### src/bls_pkg.sv
package bls_pkg;

  // Clock and base time unit
  localparam int CLK_PERIOD_NS = 10;
  localparam int SECOND_NS = 1000000000;
  localparam int TICK_CYCLES_DEFAULT = SECOND_NS / CLK_PERIOD_NS;

  // Sequence times, in seconds unless named otherwise
  localparam int INIT_S = 10;
  localparam int INIT_MAX_MIN = 4;
  localparam int INIT_MAX_S = INIT_MAX_MIN * 60;
  localparam int AIRFLOW_S = 10;
  localparam int STBY_FLAME_S = 240;
  localparam int PRE_FLAME_S = 30;
  localparam int PILOT_LONG_S = 10;
  localparam int PILOT_SHORT_S = 4;
  localparam int MAIN_TRIAL_S = 10;
  localparam int COMMIT_HOLD_S = 5;
  localparam int SETTLE_S = 1;
  localparam int JUMPER_HOURS = 200;
  localparam int JUMPER_LIMIT_S = JUMPER_HOURS * 3600;

  // Postpurge setting steps, seconds
  localparam int PP_FINE_MAX = 60;
  localparam int PP_MID_MAX = 600;
  localparam int PP_MAX = 3600;
  localparam int PP_FINE_STEP = 1;
  localparam int PP_MID_STEP = 10;
  localparam int PP_COARSE_STEP = 60;

  // Setup password digits
  localparam logic [3:0] PW_DIGIT1 = 4'h7;
  localparam logic [3:0] PW_DIGIT2 = 4'h8;

  // Input filter depth and input bit positions
  localparam int FILT_DEPTH = 4;
  localparam int NUM_IN = 8;
  localparam int IN_CALL = 0;
  localparam int IN_AIR = 1;
  localparam int IN_FLAME = 2;
  localparam int IN_FB_PILOT = 3;
  localparam int IN_FB_MAIN = 4;
  localparam int IN_FB_IGN = 5;
  localparam int IN_BTN = 6;
  localparam int IN_LINE = 7;

  // Jumper bits: 1 = intact, 0 = clipped
  localparam int JR_TRIAL = 0;
  localparam int JR_FLAME = 1;
  localparam int JR_AIR = 2;

  // Register byte offsets
  localparam logic [7:0] REG_CTRL = 8'h00;
  localparam logic [7:0] REG_PASSWORD = 8'h04;
  localparam logic [7:0] REG_POSTPURGE = 8'h08;
  localparam logic [7:0] REG_STATUS = 8'h0c;
  localparam logic [7:0] REG_INPUTS = 8'h10;

  // Fault codes
  localparam logic [7:0] FAULT_NONE = 8'h00;
  localparam logic [7:0] FAULT_CARD = 8'h01;
  localparam logic [7:0] FAULT_SELF = 8'h02;
  localparam logic [7:0] FAULT_LINE = 8'h03;
  localparam logic [7:0] FAULT_AIR = 8'h04;
  localparam logic [7:0] FAULT_FLAME_ON = 8'h05;
  localparam logic [7:0] FAULT_FEEDBACK = 8'h06;
  localparam logic [7:0] FAULT_NO_FLAME = 8'h07;
  localparam logic [7:0] FAULT_JUMPER = 8'h6e;

  // Sequence phases
  typedef enum logic [2:0] {
    PH_INIT = 3'b000,
    PH_STANDBY = 3'b001,
    PH_PREPURGE = 3'b010,
    PH_PILOT = 3'b011,
    PH_MAIN = 3'b100,
    PH_RUN = 3'b101,
    PH_POSTPURGE = 3'b110,
    PH_LOCKOUT = 3'b111
  } bls_phase_type;

endpackage

### src/bls_in_if.sv
`timescale 1ns/10ps
// Raw field inputs and their filtered levels
interface bls_in_if #(parameter int WIDTH = 8);
  logic [WIDTH-1:0] raw;
  logic [WIDTH-1:0] filt;
  modport filter (input raw, output filt);
  modport user (output raw, input filt);
endinterface

### src/bls_in_filter.sv
`timescale 1ns/10ps
module bls_in_filter
  import bls_pkg::*;
#(
  parameter int WIDTH = NUM_IN,
  parameter int DEPTH = FILT_DEPTH
) (
  // Clock and reset
  input wire logic hclk,
  input wire logic hresetn,
  // Raw and filtered inputs
  bls_in_if.filter io
);

  typedef struct packed {
    logic [WIDTH-1:0][DEPTH-1:0] hist;
    logic [WIDTH-1:0] level;
  } bls_filt_state_type;

  bls_filt_state_type s;
  bls_filt_state_type next_s;
  logic [WIDTH-1:0] all_high;
  logic [WIDTH-1:0] all_low;

  // Agreement of the whole history per input
  genvar g;
  generate
    for (g = 0; g < WIDTH; g++) begin : g_bit
      assign all_high[g] = &s.hist[g];
      assign all_low[g] = ~|s.hist[g];
    end
  endgenerate

  // Shift samples in; a level changes only after DEPTH equal samples
  always_comb begin
    next_s = s;
    for (int i = 0; i < WIDTH; i++) begin
      next_s.hist[i] = {s.hist[i][DEPTH-2:0], io.raw[i]};
      if (all_high[i]) begin
        next_s.level[i] = 1'b1;
      end else if (all_low[i]) begin
        next_s.level[i] = 1'b0;
      end
    end
  end

  always_ff @(posedge hclk or negedge hresetn) begin
    if (!hresetn) begin
      s <= '0;
    end else begin
      s <= next_s;
    end
  end

  assign io.filt = s.level;

endmodule

### src/bls_supervisor.sv
`timescale 1ns/10ps
module bls_supervisor
  import bls_pkg::*;
#(
  parameter int TICK_CYCLES = TICK_CYCLES_DEFAULT
) (
  // Clock and reset
  input wire logic hclk,
  input wire logic hresetn,
  // AHB-Lite slave
  input wire logic hsel,
  input wire logic [31:0] haddr,
  input wire logic [1:0] htrans,
  input wire logic hwrite,
  input wire logic [2:0] hsize,
  input wire logic [31:0] hwdata,
  input wire logic hready,
  output logic hreadyout,
  output logic hresp,
  output logic [31:0] hrdata,
  // Field inputs
  input wire logic call_for_heat,
  input wire logic airflow_switch,
  input wire logic flame_signal,
  input wire logic pilot_feedback,
  input wire logic main_feedback,
  input wire logic ignition_feedback,
  input wire logic reset_button,
  input wire logic line_ok,
  input wire logic [2:0] jumpers,
  input wire logic card_present,
  input wire logic card_bad,
  input wire logic [11:0] card_purge_s,
  input wire logic self_fault,
  // Retained settings read at power-up
  input wire logic nv_lockout_in,
  input wire logic [7:0] nv_fault_in,
  input wire logic [11:0] nv_postpurge_in,
  input wire logic [2:0] nv_jumpers_in,
  input wire logic [19:0] nv_run_s_in,
  // Retained settings to store
  output logic nv_lockout,
  output logic [7:0] nv_fault,
  output logic [11:0] nv_postpurge,
  output logic [2:0] nv_jumpers,
  output logic [19:0] nv_run_s,
  // Field outputs
  output logic blower,
  output logic pilot_valve,
  output logic ignition,
  output logic main_valve,
  output logic alarm
);

  typedef struct packed {
    logic [31:0] tick;
    bls_phase_type phase;
    logic [11:0] phase_s;
    logic [7:0] init_s;
    logic [7:0] flame_s;
    logic [11:0] pp_left;
    logic [19:0] run_s;
    logic [2:0] jsnap;
    logic loaded;
    logic locked;
    logic [7:0] fault;
    logic air_seen;
    logic btn_q;
    logic [1:0] pw;
    logic setup_open;
    logic confirmed;
    logic [11:0] pending;
    logic [11:0] postpurge;
    logic [2:0] hold_s;
    logic a_sel;
    logic a_wr;
    logic [7:0] a_addr;
    logic [31:0] rdata;
    logic blower;
    logic pilot;
    logic ign;
    logic main;
    logic alarm;
  } bls_state_type;

  bls_state_type s;
  bls_state_type next_s;
  bls_in_if #(.WIDTH(NUM_IN)) in_bus();
  logic [NUM_IN-1:0] f;

  // Raw inputs into the filter
  assign in_bus.raw[IN_CALL] = call_for_heat;
  assign in_bus.raw[IN_AIR] = airflow_switch;
  assign in_bus.raw[IN_FLAME] = flame_signal;
  assign in_bus.raw[IN_FB_PILOT] = pilot_feedback;
  assign in_bus.raw[IN_FB_MAIN] = main_feedback;
  assign in_bus.raw[IN_FB_IGN] = ignition_feedback;
  assign in_bus.raw[IN_BTN] = reset_button;
  assign in_bus.raw[IN_LINE] = line_ok;
  assign f = in_bus.filt;

  bls_in_filter #(.WIDTH(NUM_IN), .DEPTH(FILT_DEPTH)) u_filter (
    .hclk(hclk),
    .hresetn(hresetn),
    .io(in_bus)
  );

  // Next postpurge step up
  function automatic logic [11:0] pp_up(input logic [11:0] v);
    if (v < 12'(PP_FINE_MAX)) begin
      pp_up = v + 12'(PP_FINE_STEP);
    end else if (v < 12'(PP_MID_MAX)) begin
      pp_up = v + 12'(PP_MID_STEP);
    end else if (v < 12'(PP_MAX)) begin
      pp_up = v + 12'(PP_COARSE_STEP);
    end else begin
      pp_up = 12'(PP_MAX);
    end
  endfunction

  // Next postpurge step down
  function automatic logic [11:0] pp_down(input logic [11:0] v);
    if (v == 12'h000) begin
      pp_down = 12'h000;
    end else if (v <= 12'(PP_FINE_MAX)) begin
      pp_down = v - 12'(PP_FINE_STEP);
    end else if (v <= 12'(PP_MID_MAX)) begin
      pp_down = v - 12'(PP_MID_STEP);
    end else begin
      pp_down = v - 12'(PP_COARSE_STEP);
    end
  endfunction

  // Sequencer, safety checks, setup and bus in one next-state function
  always_comb begin
    logic sec;
    logic lock;
    logic recycle;
    logic settled;
    logic trip_air;
    logic [7:0] code;
    logic [11:0] air_deadline;
    logic [11:0] trial_len;
    logic [31:0] rd;
    next_s = s;
    sec = (s.tick == 32'(TICK_CYCLES - 1));
    lock = 1'b0;
    recycle = 1'b0;
    code = FAULT_NONE;
    settled = (s.phase_s >= 12'(SETTLE_S));
    trip_air = !jumpers[JR_AIR] && !f[IN_AIR];
    air_deadline = (card_purge_s < 12'(AIRFLOW_S)) ? card_purge_s : 12'(AIRFLOW_S);
    trial_len = jumpers[JR_TRIAL] ? 12'(PILOT_LONG_S) : 12'(PILOT_SHORT_S);
    rd = 32'h00000000;
    next_s.tick = sec ? 32'h00000000 : s.tick + 32'h00000001;
    next_s.btn_q = f[IN_BTN];

    // Seconds in phase and continuous flame seconds
    if (sec) begin
      if (s.phase_s != 12'hfff) begin
        next_s.phase_s = s.phase_s + 12'h001;
      end
      if (f[IN_FLAME] && s.flame_s != 8'hff) begin
        next_s.flame_s = s.flame_s + 8'h01;
      end
    end
    if (!f[IN_FLAME]) begin
      next_s.flame_s = 8'h00;
    end

    // Jumpers may change freely until the operating-hours limit
    if (s.run_s < 20'(JUMPER_LIMIT_S)) begin
      next_s.jsnap = jumpers;
    end

    // Faults common to every active phase
    if (s.loaded && s.phase != PH_LOCKOUT) begin
      if (!card_present || card_bad) begin
        lock = 1'b1;
        code = FAULT_CARD;
      end else if (self_fault) begin
        lock = 1'b1;
        code = FAULT_SELF;
      end
    end

    case (s.phase)
      PH_INIT: begin
        if (!s.loaded) begin
          // First cycle after power-up: restore retained state
          next_s.loaded = 1'b1;
          next_s.postpurge = nv_postpurge_in;
          next_s.pending = nv_postpurge_in;
          next_s.jsnap = nv_jumpers_in;
          next_s.run_s = nv_run_s_in;
          next_s.phase_s = 12'h000;
          if (nv_lockout_in) begin
            next_s.phase = PH_LOCKOUT;
            next_s.locked = 1'b1;
            next_s.fault = nv_fault_in;
          end
        end else begin
          if (s.run_s >= 20'(JUMPER_LIMIT_S) && jumpers != s.jsnap && !lock) begin
            lock = 1'b1;
            code = FAULT_JUMPER;
          end
          if (sec && s.init_s != 8'hff) begin
            next_s.init_s = s.init_s + 8'h01;
          end
          if (s.init_s >= 8'(INIT_MAX_S) && !lock) begin
            lock = 1'b1;
            code = FAULT_LINE;
          end
          if (!f[IN_LINE]) begin
            next_s.phase_s = 12'h000;
          end else if (s.phase_s >= 12'(INIT_S)) begin
            next_s.phase = PH_STANDBY;
          end
        end
      end
      PH_STANDBY: begin
        if (s.flame_s >= 8'(STBY_FLAME_S) && !lock) begin
          lock = 1'b1;
          code = FAULT_FLAME_ON;
        end
        if (settled && (f[IN_FB_PILOT] || f[IN_FB_IGN] || f[IN_FB_MAIN]) && !lock) begin
          lock = 1'b1;
          code = FAULT_FEEDBACK;
        end
        if (f[IN_CALL] && !lock) begin
          next_s.phase = PH_PREPURGE;
        end
      end
      PH_PREPURGE: begin
        if (f[IN_AIR]) begin
          next_s.air_seen = 1'b1;
        end
        if ((s.air_seen && !f[IN_AIR]) || (!s.air_seen && s.phase_s >= air_deadline)) begin
          if (!jumpers[JR_AIR]) begin
            lock = 1'b1;
            code = FAULT_AIR;
          end else begin
            recycle = 1'b1;
          end
        end
        if (s.flame_s >= 8'(PRE_FLAME_S) && !lock) begin
          lock = 1'b1;
          code = FAULT_FLAME_ON;
        end
        if (settled && (f[IN_FB_PILOT] || f[IN_FB_IGN] || f[IN_FB_MAIN]) && !lock) begin
          lock = 1'b1;
          code = FAULT_FEEDBACK;
        end
        if (!f[IN_CALL]) begin
          next_s.phase = PH_STANDBY;
        end else if (s.phase_s >= card_purge_s && s.air_seen && f[IN_AIR]) begin
          next_s.phase = PH_PILOT;
        end
      end
      PH_PILOT: begin
        if (trip_air && !lock) begin
          lock = 1'b1;
          code = FAULT_AIR;
        end
        if (settled && (!f[IN_FB_PILOT] || f[IN_FB_MAIN]) && !lock) begin
          lock = 1'b1;
          code = FAULT_FEEDBACK;
        end
        if (s.phase_s >= trial_len) begin
          if (f[IN_FLAME]) begin
            next_s.phase = PH_MAIN;
          end else if (!lock) begin
            lock = 1'b1;
            code = FAULT_NO_FLAME;
          end
        end
      end
      PH_MAIN: begin
        if (trip_air && !lock) begin
          lock = 1'b1;
          code = FAULT_AIR;
        end
        if (!f[IN_FLAME] && !lock) begin
          lock = 1'b1;
          code = FAULT_NO_FLAME;
        end
        if (settled && (f[IN_FB_IGN] || !f[IN_FB_PILOT] || !f[IN_FB_MAIN]) && !lock) begin
          lock = 1'b1;
          code = FAULT_FEEDBACK;
        end
        if (s.phase_s >= 12'(MAIN_TRIAL_S)) begin
          next_s.phase = PH_RUN;
        end
      end
      PH_RUN: begin
        if (sec && s.run_s != 20'hfffff) begin
          next_s.run_s = s.run_s + 20'h00001;
        end
        if (trip_air && !lock) begin
          lock = 1'b1;
          code = FAULT_AIR;
        end
        if (settled && (!f[IN_FB_MAIN] || f[IN_FB_IGN]) && !lock) begin
          lock = 1'b1;
          code = FAULT_FEEDBACK;
        end
        if (!f[IN_FLAME] && !jumpers[JR_FLAME] && !lock) begin
          lock = 1'b1;
          code = FAULT_NO_FLAME;
        end
        if (!f[IN_CALL] || !f[IN_FLAME]) begin
          // Demand ended or flame recycle: fan runs on for postpurge
          next_s.phase = (s.postpurge == 12'h000) ? PH_STANDBY : PH_POSTPURGE;
          // Extra count covers the part second before the first tick
          next_s.pp_left = s.postpurge + 12'h001;
        end
      end
      PH_POSTPURGE: begin
        if (sec) begin
          next_s.pp_left = s.pp_left - 12'h001;
          if (s.pp_left == 12'h001) begin
            next_s.phase = PH_STANDBY;
          end
        end
      end
      default: begin
        // Lockout: blower runs out any postpurge; a reset press at any time ends it and restarts
        if (sec && s.pp_left != 12'h000) begin
          next_s.pp_left = s.pp_left - 12'h001;
        end
        if (f[IN_BTN] && !s.btn_q) begin
          next_s.phase = PH_INIT;
          next_s.locked = 1'b0;
          next_s.fault = FAULT_NONE;
          next_s.pp_left = 12'h000;
        end
      end
    endcase

    // Safety shutdown: latch lockout with the phase-dependent blower action
    if (lock) begin
      next_s.phase = PH_LOCKOUT;
      next_s.locked = 1'b1;
      next_s.fault = code;
      if (s.phase == PH_PILOT || s.phase == PH_MAIN || s.phase == PH_RUN) begin
        // Extra count so the fan runs at least the full postpurge time
        next_s.pp_left = (s.postpurge == 12'h000) ? 12'h000 : s.postpurge + 12'h001;
      end else begin
        next_s.pp_left = 12'h000;
      end
    end

    // Fresh counters on phase change or purge recycle
    if (next_s.phase != s.phase || recycle) begin
      next_s.phase_s = 12'h000;
      next_s.air_seen = 1'b0;
      if (next_s.phase != PH_INIT) begin
        next_s.init_s = 8'h00;
      end
    end

    // Commit of confirmed setup by holding the reset button
    if (s.phase == PH_STANDBY && s.confirmed && f[IN_BTN]) begin
      if (sec) begin
        next_s.hold_s = s.hold_s + 3'h1;
      end
      // Wait for one more tick so a whole hold time has surely passed
      if (s.hold_s > 3'(COMMIT_HOLD_S)) begin
        next_s.postpurge = s.pending;
        next_s.confirmed = 1'b0;
        next_s.setup_open = 1'b0;
        next_s.hold_s = 3'h0;
      end
    end else begin
      next_s.hold_s = 3'h0;
    end

    // Setup closes whenever standby is left
    if (next_s.phase != PH_STANDBY) begin
      next_s.pw = 2'h0;
      next_s.setup_open = 1'b0;
      next_s.confirmed = 1'b0;
      next_s.pending = next_s.postpurge;
    end

    // Bus data phase: write effects
    if (s.a_sel && s.a_wr) begin
      if (s.a_addr == REG_CTRL) begin
        if (hwdata[0] && s.phase == PH_LOCKOUT) begin
          next_s.phase = PH_INIT;
          next_s.locked = 1'b0;
          next_s.fault = FAULT_NONE;
          next_s.pp_left = 12'h000;
          next_s.phase_s = 12'h000;
        end
      end else if (s.a_addr == REG_PASSWORD) begin
        if (s.phase == PH_STANDBY) begin
          if (s.pw == 2'h0 && hwdata[3:0] == PW_DIGIT1) begin
            next_s.pw = 2'h1;
          end else if (s.pw == 2'h1 && hwdata[3:0] == PW_DIGIT2) begin
            next_s.pw = 2'h0;
            next_s.setup_open = 1'b1;
          end else begin
            next_s.pw = 2'h0;
          end
        end
      end else if (s.a_addr == REG_POSTPURGE) begin
        if (s.setup_open && s.phase == PH_STANDBY) begin
          if (hwdata[0]) begin
            next_s.pending = pp_up(s.pending);
          end else if (hwdata[1]) begin
            next_s.pending = pp_down(s.pending);
          end
          if (hwdata[2]) begin
            next_s.confirmed = 1'b1;
          end
        end
      end
    end

    // Bus address phase: capture and prepare read data
    next_s.a_sel = hsel && hready && htrans[1];
    next_s.a_wr = hwrite;
    next_s.a_addr = haddr[7:0];
    if (haddr[7:0] == REG_POSTPURGE) begin
      rd = {4'h0, s.postpurge, 4'h0, s.pending};
    end else if (haddr[7:0] == REG_STATUS) begin
      rd = {16'h0000, s.fault, 2'h0, s.confirmed, s.setup_open, s.locked, s.phase};
    end else if (haddr[7:0] == REG_INPUTS) begin
      rd = {20'h00000, 1'b0, jumpers, f};
    end
    next_s.rdata = (next_s.a_sel && !hwrite) ? rd : 32'h00000000;

    // Field outputs follow the next phase
    next_s.blower = (next_s.phase inside {PH_PREPURGE, PH_PILOT, PH_MAIN, PH_RUN,
                     PH_POSTPURGE}) || (next_s.phase == PH_LOCKOUT && next_s.pp_left != 12'h000);
    next_s.pilot = (next_s.phase == PH_PILOT) || (next_s.phase == PH_MAIN);
    next_s.ign = (next_s.phase == PH_PILOT);
    next_s.main = (next_s.phase == PH_MAIN) || (next_s.phase == PH_RUN);
    next_s.alarm = (next_s.phase == PH_LOCKOUT);
  end

  // State register
  always_ff @(posedge hclk or negedge hresetn) begin
    if (!hresetn) begin
      s <= '0;
    end else begin
      s <= next_s;
    end
  end

  // Bus answers: zero wait states, always OKAY
  assign hreadyout = 1'b1;
  assign hresp = 1'b0;
  assign hrdata = s.rdata;

  // Retained settings and field outputs
  assign nv_lockout = s.locked;
  assign nv_fault = s.fault;
  assign nv_postpurge = s.postpurge;
  assign nv_jumpers = s.jsnap;
  assign nv_run_s = s.run_s;
  assign blower = s.blower;
  assign pilot_valve = s.pilot;
  assign ignition = s.ign;
  assign main_valve = s.main;
  assign alarm = s.alarm;

endmodule

### config.mk
export PLATFORM = sky130hd
export DESIGN_NAME = bls_supervisor
export DESIGN_NICKNAME = d
export VERILOG_FILES = /design/src/bls_pkg.sv /design/src/bls_in_if.sv /design/src/bls_in_filter.sv /design/src/bls_supervisor.sv
export SDC_FILE = /design/constraint.sdc
export NUM_CORES = 1
export LEC_CHECK = 0
export BUFFER_PORTS_ARGS = -buffer_cell sky130_fd_sc_hd__buf_2
export CAP_MARGIN = 0
export CORE_MARGIN = 10
export CORE_UTILIZATION = 44
export CTS_BUF_LIST = sky130_fd_sc_hd__clkbuf_4 sky130_fd_sc_hd__clkbuf_8 sky130_fd_sc_hd__clkbuf_16
export DETAILED_ROUTE_END_ITERATION = 7
export PLACE_DENSITY_LB_ADDON = 0.15
export SLEW_MARGIN = 20
export SYNTH_ARGS = -nofsm -noshare
export SYNTH_HDL_FRONTEND = slang
export SYNTH_SLANG_ARGS = --single-unit
### constraint.sdc
create_clock -name hclk -period 9.5 [get_ports hclk]
set_clock_uncertainty 0.2 [all_clocks]
set_input_delay 0 -clock hclk [delete_from_list [all_inputs] [get_ports hclk]]
set_output_delay 0 -clock hclk [all_outputs]
set_load 0.05 [all_outputs]
==> results.md, run 1 <==
- CP max-delay cell: dfrtp_1
- Io pins: 227
- Final ANT Viol Nets: 0
- Clock group share of total power: a little under a quarter
- Post-synth EDFFs: 0
- Setup Fix Bufs, Post-CTS: 0
- PwrDens: between 200 and 300 nW/µm²
- Worst endpoint required time: just under 10000 ps
- H-tree depth: 1
- Switching power: 1.920 mW
- Worst path cell trace: nand3_1 -> and3_1 -> nor4_1 -> o22ai_1 -> a211o_1 -> o22ai_2 -> nand3_1 -> or3_1 -> nor2_2 -> a32o_1 -> dlygate4sd3_1
- Die Y: between 150 and 200 µm
- Tcrit/Tclk final: 52.54%
- Via count: around 12000
- Synthesized area per cell: a little under 9 µm²
- CP Capture Type: flip-flop
- Post-synthesis sequential area ratio: between 40 and 50%
- Fillers: ~2900
- Area of all placed cells without fillers: between 15000 and 20000 µm²
- Total core area: about 30000 µm²
- Max stage delay on crit path: approximately 860 ps
- Fmax achieved: roughly 0.20 GHz
- Multi-input gate area in the final layout: a little over 7000 µm²
- Final setup violation count: 0
- Mapped Cells: around 1600
- HPWL Detailed: 29050 µm
- Total CTS buffers: 26
- Hold depth: 5
- Global route total overflow: 0
- Maximum root-to-sink buffer count: 3
- Hold path start: card_present
- GPL Wtd Cong: slightly above 0.9
- Worst Tran Pin Value: 991.5 ps
- Antenna violations before repair: 0
- Synth area leaders: dfrtp_1, nor2_1, a21oi_1, ha_1, buf_4
- Final critical-path setup slack: roughly 4500 ps
- Worst vdd rail ir drop: 192.3 µV
- Sequential group share of total power: roughly 33%
- Starting density of the core: 44.67%
- Share of cells above drive strength 1: 14.09%
- Critical path type: flip-flop to flip-flop
- Die Area: approximately 39000 µm²
- Largest net degree at the start of global routing: 78
- Clock Sinks: around 220
- Status: completed
- Hold EP: nv_fault[0]
- Startpoint Class: flip-flop
- Comb power frac: a little over two fifths
- Top-count cell post-synth: dfrtp_1
- Setup TNS: 0 ps
- Clk root buf: clkbuf_16
- CP arrival: 5250 ps
- Max-Cap Viols: 0
- CTS tree: built
- Yosys reg bits: 224
- R2r setup slk: ~4500 ps
- Crit Path Max Fanout: 22
- Sequential Area: 5605 µm²
- R2R depth: 11
- Critical path's most frequent cell: nand3_1
- Pre-antenna DRT Iters: 6
- WL final: 40910 µm
- DRC viols: 0
- # port buffers: approximately 160
- Vias in the first global route: 11970
- Reg2Reg Launch Point: s[155]
- Dominant cell type by area after synthesis: dfrtp_1
- YS warnings: 0
- Gr usage total: roughly a fifth
- First-pass GRT wire length: between 60000 and 70000 µm
- Clock latency on the worst-skew pair: 530 ps
- Die Width: around 200 µm
- Mapped Area: 13660 µm²
- Place WS: 4891 ps
- Synth Flop Type: dfrtp_1
- Final hold violations: 0
- Lkg Pwr: 7.406 nW
- Sw Share: roughly 45%
- Synthesis-to-finish area growth: 17.94%
- Clock-pin slew on the worst setup and hold paths: about 60 ps
- Ys async rst share: 100.0%
- Yosys cell types: 74
- Post-synth top cells: dfrtp_1, nor2_1, a21oi_1
- Share of the synthesized area in the top cell type: between 40% and 50%
- Vias per cell: ~5.8
- Min-Delay Path Class: input port to flip-flop
- P_int: 2.347 mW
- Tmin final: about 5000 ps
- Reg-to-Reg End: s[75]
- DR iter-0 viols: roughly 1100
- Max-Slew Margin vs Limit: about a third
- Max-slew violation count: 0
- RSZ-0062 raised after global routing: false
- Routed len/inst: slightly below 20 µm
- Area post-placement: approximately 14000 µm²
- Row count: 64
- Nets: 1909
## stage by stage
stage | power (mW) | hold slack, ps | cells | util (%)
2_1_floorplan | 2.785 | -495.6 | 1565 | -
3_3_place_gp | 3.158 | -176.1 | 1987 | 46.57
3_5_place_dp | 3.173 | -173.4 | 1987 | 46.57
4_1_cts | 4.261 | 10.01 | 2128 | 52.65
5_1_grt | 4.515 | 56.61 | 2128 | 52.68
6_report | 4.267 | 29.41 | 2129 | 52.68
## layout make-up
cell class                      instances  area share (%)
Multi-Input combinational cell       1144           43.84
Sequential cell                       224           34.78
Timing Repair Buffer                  270           11.69
Clock buffer                           35           4.798
Tap cell                              396           3.075
Inverter                               49           1.141
Clock inverter                         10          0.6599
Antenna cell                            1         0.01553
## worst max path at each step
stage	startpoint	end	slack, ps	cells after the start
2_1_floorplan	s[156]	s[72]	6110	13
3_3_place_gp	s[153]	blower	4880	10
3_5_place_dp	s[155]	blower	4890	10
4_1_cts	s[153]	s[75]	4640	11
5_1_grt	s[155]	s[75]	4280	11
6_report	s[155]	s[75]	4510	11
## worst max-delay path: cells and delay by family, from the launching register on
kind	cells	cell delay (ps)
buffers and inverters	1	550
flip-flops	1	860
AO/OA/AOI/OAI	4	960
AND/OR/NAND/NOR	6	2340
## per-layer routing
layer  vias up  track usage (%)  wire length, µm
met5         -                0                0
met2       424            32.38            18480
li1       5838                -                -
met1      5988            28.62            18680
met3        56            3.376             2733
met4         0            5.345             1023
## kinds of logic (layout without fill, tap and decap cells)
logic type | Yosys count | after routing | synth area share (%)
other | 2 | 15 | 0.05496
adder cells (fa/ha/maj) | 50 | 50 | 4.578
buffers and inverters | 197 | 364 | 7.847
AND/OR/NAND/NOR | 580 | 580 | 21.24
XOR/XNOR | 80 | 80 | 5.128
flip-flops | 224 | 224 | 41.02
multiplexers | 22 | 22 | 1.612
AO/OA/AOI/OAI | 398 | 398 | 18.52
## state kept, by name, summed over array words and instances (netlist names), 3 cells and up
signal and count:
hrdata 28, s 107, nv_jumpers 3, u_filter.s 8, nv_fault 8, u_filter.next_s 24
nv_postpurge 12, u_filter.io.filt 8, nv_run_s 20
## power groups by stage
stage          registers [mW]  clock network (mW)  logic (mW)
4_1_cts                  1.40                1.04        1.82
5_1_grt                  1.44                1.08        2.00
3_3_place_gp             1.41                   0        1.74
2_1_floorplan            1.28                   0        1.50
3_5_place_dp             1.42                   0        1.75
6_report                 1.41                1.02        1.83
## what timing repair did
item | 4_1_cts | 5_1_grt
hold buffers | 96 | 0
resized for setup | 0 | 0
endpoints found under the setup margin | 0 | 0
hold endpoints to repair | 163 | 0
## placed cells by master, fill, tap and decap left out, drive strengths merged, types with 42 or more instances in the layout
master / n
a21oi: 125
and2: 42
buf: 175
dfrtp: 224
dlygate4sd3: 95
ha: 50
inv: 50
nand2: 112
nand3: 53
nor2: 173
nor3: 48
o21ai: 68
xor2: 43
(Power assumes the default switching activity.)
==> inputs of run 2 (changes only) <==
- clock period: 9.5 -> 4.2 ns (I/O delays scaled with it)
==> run 2 against run 1 <==
First-iteration DRC count down 8.6%. Clock power up 130%. Worst setup slack worse by 4200 ps. Count of clock-buffer cells in the layout up 1. Fmax up 28%. Flip-flop and latch count unchanged. Combinational power up 150%. Routed wire length up 2.8%. Worst hold slack better by 14 ps. Critical endpoint is now s[65].
==> results.md, run 2 (same netlist as run 1, synthesis figures left out) <==
- HPWL Detailed: 29790 µm (+2.6%)
- CP arrival: 4070 ps (-1180 ps)
- Critical path's most frequent cell: or3_1
- ANT cells: 0 (-1)
- Crit-path leading delay family: simple AND/OR/NAND/NOR gates
- Non-Filler Instances: 2161 (+1.5%)
- Routed len/inst: 19.46 µm (+1.3%)
- # port buffers: 164 (unchanged)
- Final setup violation count: 0 (unchanged)
- Via count: 12490 (+1.5%)
- Clk root buf: clkbuf_16
- Worst vdd rail ir drop: 336.7 µV (+75%)
- Share of cells above drive strength 1: 15.58% (+1.5 points)
- Status: completed
- Die Width: 196.2 µm (unchanged)
- Fmax achieved: 0.2566 GHz (+28%)
- DRC viols: 0 (unchanged)
- Clock-pin slew on the worst setup and hold paths: 60 ps (about the same)
- Tcrit/Tclk final: 92.78% (+40 points)
- Starting density of the core: 44.67% (unchanged)
- Clock latency on the worst-skew pair: 540 ps (about the same)
- CTS tree: built
- Setup TNS: 0 ps (unchanged)
- Total core area: 30590 µm² (unchanged)
- DP Cell Count: 2017 (+1.5%)
- Commonest non-fill, non-tap cell in the layout: dfrtp_1
- Biggest register: s
- H-tree depth: 1 (unchanged)
- Max reg flops: 107 (unchanged)
- Global route total overflow: 0 (unchanged)
- Max-Cap Viols: 0 (unchanged)
- Vias in the first global route: 12190 (+1.8%)
- Worst endpoint required time: 4380 ps (-5380 ps)
- Setup Fix Bufs, Post-CTS: 0 (unchanged)
- Worst path cell trace: ha_1 -> nand3_2 -> or3_1 -> or3_4 -> nor2_1 -> o21bai_1 -> a211oi_1 -> nand3_1 -> or3_1 -> buf_4 -> mux2i_1 -> o22ai_1
- Vias per cell: 5.779 (about the same)
- Pre-antenna DRT Iters: 6 (unchanged)
- CP Capture Type: flip-flop
- Nets: 1942 (+1.7%)
- DR iter-0 viols: 1042 (-8.6%)
- Maximum root-to-sink buffer count: 3 (unchanged)
- Max stage delay on crit path: 510 ps (-350 ps)
- PwrDens: 604.1 nW/µm² (+130%)
- Comb power frac: 45.4% (+2.5 points)
- RSZ-0062 raised after global routing: false
- Critical path type: flip-flop to flip-flop
- Final ANT Viol Nets: 0 (unchanged)
- Startpoint Class: flip-flop
- Largest net degree at the start of global routing: 128 (+64%)
- Synthesis-to-finish area growth: 19.97%
- GPL Wtd Cong: 0.9268 (+0.66%)
- Antenna violations before repair: 0 (unchanged)
- Worst Tran Pin Value: 907.1 ps (-84.42 ps)
- Tmin final: 3897 ps (-1094 ps)
- Total power: 9.903 mW (+130%)
- P_int: 5.458 mW (+130%)
- First-pass GRT wire length: 67320 µm (+2.6%)
- Clock group share of total power: 23.4% (-0.6 points)
- Clock Sinks: 224 (unchanged)
- Worst hold slack: 43.65 ps (+14.25 ps)
- Max-slew violation count: 0 (unchanged)
- Die Area: 38500 µm² (unchanged)
- Gr usage total: 21.07% (+0.53 points)
- Lkg Pwr: 7.574 nW (+2.3%)
- Min-Delay Path Class: input port to flip-flop
- Switching power: 4.445 mW (+130%)
- Crit Path Max Fanout: 14 (-36%)
- Total CTS buffers: 26 (unchanged)
- Most frequent cells in the layout: dfrtp_1, nor2_1, buf_2
- Io pins: 227 (unchanged)
- CP max-delay cell: or3_1
- Die Y: 196.2 µm (unchanged)
- Bufs and invs on worst path: 1 (unchanged)
- Final hold violations: 0 (unchanged)
- Sequential group share of total power: 31.2% (-1.9 points)
- Row count: 64 (unchanged)
- WL final: 42060 µm (+2.8%)
- Sw Share: 44.88% (-0.11 points)
- Max-Slew Margin vs Limit: 39.31% (+5.4 points)
-- run 2: cell types whose count changed in the layout (fill, tap and decap cells not counted), sizes merged --
cell,delta
inv,-1
diode,-1
dlygate4sd3,+3
clkbuf,+1
buf,+30
-- run 2: worst paths after layout --
| check | start | end | slack, ps | depth (start not counted) |
|---|---|---|---|---|
| worst min register to register | u_filter.next_s[34] | u_filter.next_s[35] | 170 | 0 |
| min in group asynchronous | hresetn | s[172] | 380 | 4 |
| worst min-delay path | nv_lockout_in | nv_fault[3] | 40 | 5 |
| worst max register to register | s[156] | s[65] | 300 | 12 |
| worst max-delay path | s[156] | s[65] | 300 | 12 |
| max in group asynchronous | hresetn | s[115] | 2670 | 4 |
-- run 2: power groups by stage --
stage	sequential (mW)	combinational, mW	clock [mW]
floorplan	2.90	3.40	0
global placement	3.10	4.27	0
detailed placement	3.11	4.30	0
CTS	3.07	4.44	2.37
global route	3.14	4.88	2.47
finish	3.09	4.49	2.32
-- run 2: stage by stage --
| step | setup WS, ps | util [%] | area [µm²] |
|---|---|---|---|
| 6_report | 303.1 | 53.59 | 16390 |
| 5_1_grt | 64.19 | 53.59 | 16390 |
| 4_1_cts | 249.1 | 53.51 | 16370 |
| 3_5_place_dp | 244.6 | 47.35 | 14480 |
| 3_3_place_gp | 347.5 | 47.35 | 14480 |
| 2_1_floorplan | 809.6 | - | 13710 |
-- run 2: layout make-up --
cell class | instances | area [µm²]
fill | 2844 | 14200
multi-input combinational | 1144 | 7079
sequential | 224 | 5605
timing repair buffer | 303 | 2152
clock buffer | 36 | 768.2
tap | 396 | 495.5
inverter | 49 | 183.9
clock inverter | 9 | 108.9
-- run 2: repair_timing --
| item | CTS | global route |
|---|---|---|
| resized for setup | 0 | 2 |
| endpoints found under the hold margin | 315 | 0 |
| setup endpoints to repair | 0 | 9 |
| hold buffers | 99 | 0 |
-- run 2: per-layer routing --
layer / up-vias / track usage [%] / routed length (µm)
met4: 0 / 6.589 / 1238
met5: - / 0 / 0
met2: 463 / 32.34 / 18700
met1: 6042 / 29.63 / 19020
li1: 5898 / - / -
met3: 86 / 3.529 / 3097
-- run 2: tightest hold or removal path, cell delays in order --
cell and delay (ps):
buf_2 110, and3_1 180, buf_4 220, a22oi_1 110
o21bai_1 110
==> inputs of run 3 (changes only) <==
- SLEW_MARGIN: 20 -> 15
- clock period: 4.2 -> 3.4 ns (I/O delays scaled with it)
==> run 3 against run 2 <==
Critical path depth rose by 4. Utilization increased by 5.2 points. Global-route usage rose by 0.94 points. Largest power group unchanged.
==> results.md, run 3 (same netlist as run 1, synthesis figures left out) <==
- Status: completed
- Final hold violations: 0 (unchanged)
- Largest net degree at the start of global routing: 75 (-41%)
- Commonest non-fill, non-tap cell in the layout: dfrtp_1
- Critical path type: flip-flop to flip-flop
- Clk root buf: clkbuf_16
- Starting density of the core: 44.67% (unchanged)
- Pre-antenna DRT Iters: 5 (-1)
- First-pass GRT wire length: 70320 µm (+4.5%)
- WL final: 44250 µm (+5.2%)
- Setup TNS: 0 ps (unchanged)
- Tcrit/Tclk final: 99.60% (+6.8 points)
- GPL Wtd Cong: 0.9438 (+1.8%)
- Nets: 2091 (+7.7%)
- Share of cells above drive strength 1: 24.74% (+9.2 points)
- Fmax achieved: 0.2953 GHz (+15%)
- Global route total overflow: 0 (unchanged)
- Place WS: -318.7 ps (-563.4 ps)
- Synthesis-to-finish area growth: 31.58%
- Min-Delay Path Class: input port to flip-flop
- Lkg Pwr: 8.422 nW (+11%)
- Total core area: 30590 µm² (unchanged)
- Via count: 13030 (+4.3%)
- Vias in the first global route: 12800 (+5.0%)
- Clock latency on the worst-skew pair: 540 ps (about the same)
- Clock-pin slew on the worst setup and hold paths: 60 ps (about the same)
- PwrDens: 754.8 nW/µm² (+25%)
- Total CTS buffers: 26 (unchanged)
- CTS tree: built
- Clock Sinks: 224 (unchanged)
- Fillers: 2737 (-3.8%)
- Area of all placed cells without fillers: 17980 µm² (+9.7%)
- Sequential Area: 5607 µm² (about the same)
- RSZ-0062 raised after global routing: true
- Bufs and invs on worst path: 5 (+4)
- Crit Path Max Fanout: 8 (-6)
- Max-Slew Margin vs Limit: 32.69% (-6.6 points)
- Worst Tran Pin Value: 1006 ps (+98.92 ps)
- # port buffers: 164 (unchanged)
- Final ANT Viol Nets: 0 (unchanged)
- Final critical-path setup slack: 13.64 ps (-289.4 ps)
- Antenna violations before repair: 1 (+1)
- Routed len/inst: 19.14 µm (-1.7%)
- ANT cells: 0 (unchanged)
- CP Capture Type: flip-flop
- Worst vdd rail ir drop: 503.5 µV (+50%)
- Gr usage total: 22.01% (+0.94 points)
- HPWL Detailed: 31790 µm (+6.7%)
- Worst endpoint required time: 3620 ps (-760 ps)
- Area post-placement: 15620 µm² (+7.8%)
- Row count: 64 (unchanged)
- Final setup violation count: 0 (unchanged)
- DR iter-0 viols: 1066 (+2.3%)
- DRC viols: 0 (unchanged)
- CP max-delay cell: dfrtp_2
- Io pins: 227 (unchanged)
- Max stage delay on crit path: 440 ps (-70 ps)
- Max-Cap Viols: 0 (unchanged)
- H-tree depth: 1 (unchanged)
- Die Y: 196.2 µm (unchanged)
- Biggest register: s
- Max reg flops: 107 (unchanged)
- Most frequent cells in the layout: dfrtp_1, buf_4, buf_2
- CP arrival: 3610 ps (-460 ps)
- Maximum root-to-sink buffer count: 3 (unchanged)
- Vias per cell: 5.636 (-2.5%)
- Multi-input gate area in the final layout: 7385 µm² (+4.3%)
- Tmin final: 3386 ps (-510.6 ps)
- Max-slew violation count: 0 (unchanged)
- Die Area: 38500 µm² (unchanged)
- Worst path cell trace: inv_2 -> ha_4 -> nor4b_4 -> buf_4 -> a31oi_4 -> nor4_2 -> o22ai_2 -> a211o_1 -> o22ai_4 -> buf_6 -> and4_4 -> nor4_4 -> buf_4 -> a22oi_2 -> buf_6 -> nor2_1
- Die Width: 196.2 µm (unchanged)
- Crit-path leading delay family: compound AO/OA/AOI/OAI gates
- Startpoint Class: flip-flop
-- run 3: cell count changes in the layout (fill, tap and decap cells not counted), sizes merged --
cell,delta
dlygate4sd3,+1
clkbuf,+1
inv,+1
buf,+147
clkinvlp,-1
clkinv,+1
bufinv,+1
-- run 3: worst register-to-register path, cell delays in order (launching register included) --
cell and delay, ps:
dfrtp_2 440, inv_2 90, ha_4 130, nor4b_4 180, buf_4 170, a31oi_4 90
nor4_2 300, o22ai_2 110, a211o_1 320, o22ai_4 270, buf_6 160, and4_4 230
nor4_4 50, buf_4 140, a22oi_2 180, buf_6 170, nor2_1 60
-- run 3: per-layer routing --
metal / share of wire (%) / global-route usage, % / vias up
met5: 0 / 0 / -
met4: 1.8 / 4.751 / 0
met3: 7.1 / 4.109 / 48
met2: 46 / 35.04 / 478
met1: 45 / 30.43 / 6310
li1: - / - / 6194
-- run 3: area by class of cell --
type / instances / share of cell area (%)
clock buffers: 36 / 4.377
multi-input cells: 1144 / 41.07
well taps: 396 / 2.756
clock inverters: 11 / 0.7864
flip-flops and latches: 224 / 31.18
inverters: 49 / 1.023
repair buffers: 452 / 18.80
-- run 3: worst paths after layout --
kind / start / endpoint / slack (ps) / cells after the start
min in group asynchronous: hresetn / s[155] / 410 / 3
worst min register to register: u_filter.next_s[22] / u_filter.next_s[23] / 180 / 0
max in group asynchronous: hresetn / nv_postpurge[9] / 1930 / 4
worst max-delay path: s[141] / s[138] / 10 / 16
worst min-delay path: haddr[2] / s[39] / 30 / 2
worst max register to register: s[141] / s[138] / 10 / 16
-- run 3: report_power, final --
| group | total, mW | switching, mW | internal [mW] |
|---|---|---|---|
| registers | 3.58 | 0.488 | 3.09 |
| logic | 7.00 | 4.26 | 2.74 |
| clock network | 2.99 | 1.15 | 1.84 |
-- run 3: through the flow --
step | power, mW | util, % | std cells | hold slack (ps)
floorplan | 7.783 | - | 1565 | -495.6
global placement | 9.887 | 51.06 | 2158 | -97.06
detailed placement | 9.924 | 51.06 | 2158 | -93.65
CTS | 13.16 | 57.61 | 2305 | 6.822
global route | 14.31 | 58.78 | 2312 | 41.88
finish | 13.57 | 58.78 | 2312 | 29.30
-- run 3: timing repair --
| action | CTS | global route |
|---|---|---|
| resized for setup | 13 | 66 |
| setup endpoints to repair | 37 | 45 |
| hold endpoints to repair | 326 | 0 |
| gates cloned | 0 | 2 |
| setup buffers | 0 | 5 |
| hold buffers | 100 | 0 |
| pin swaps | 3 | 26 |
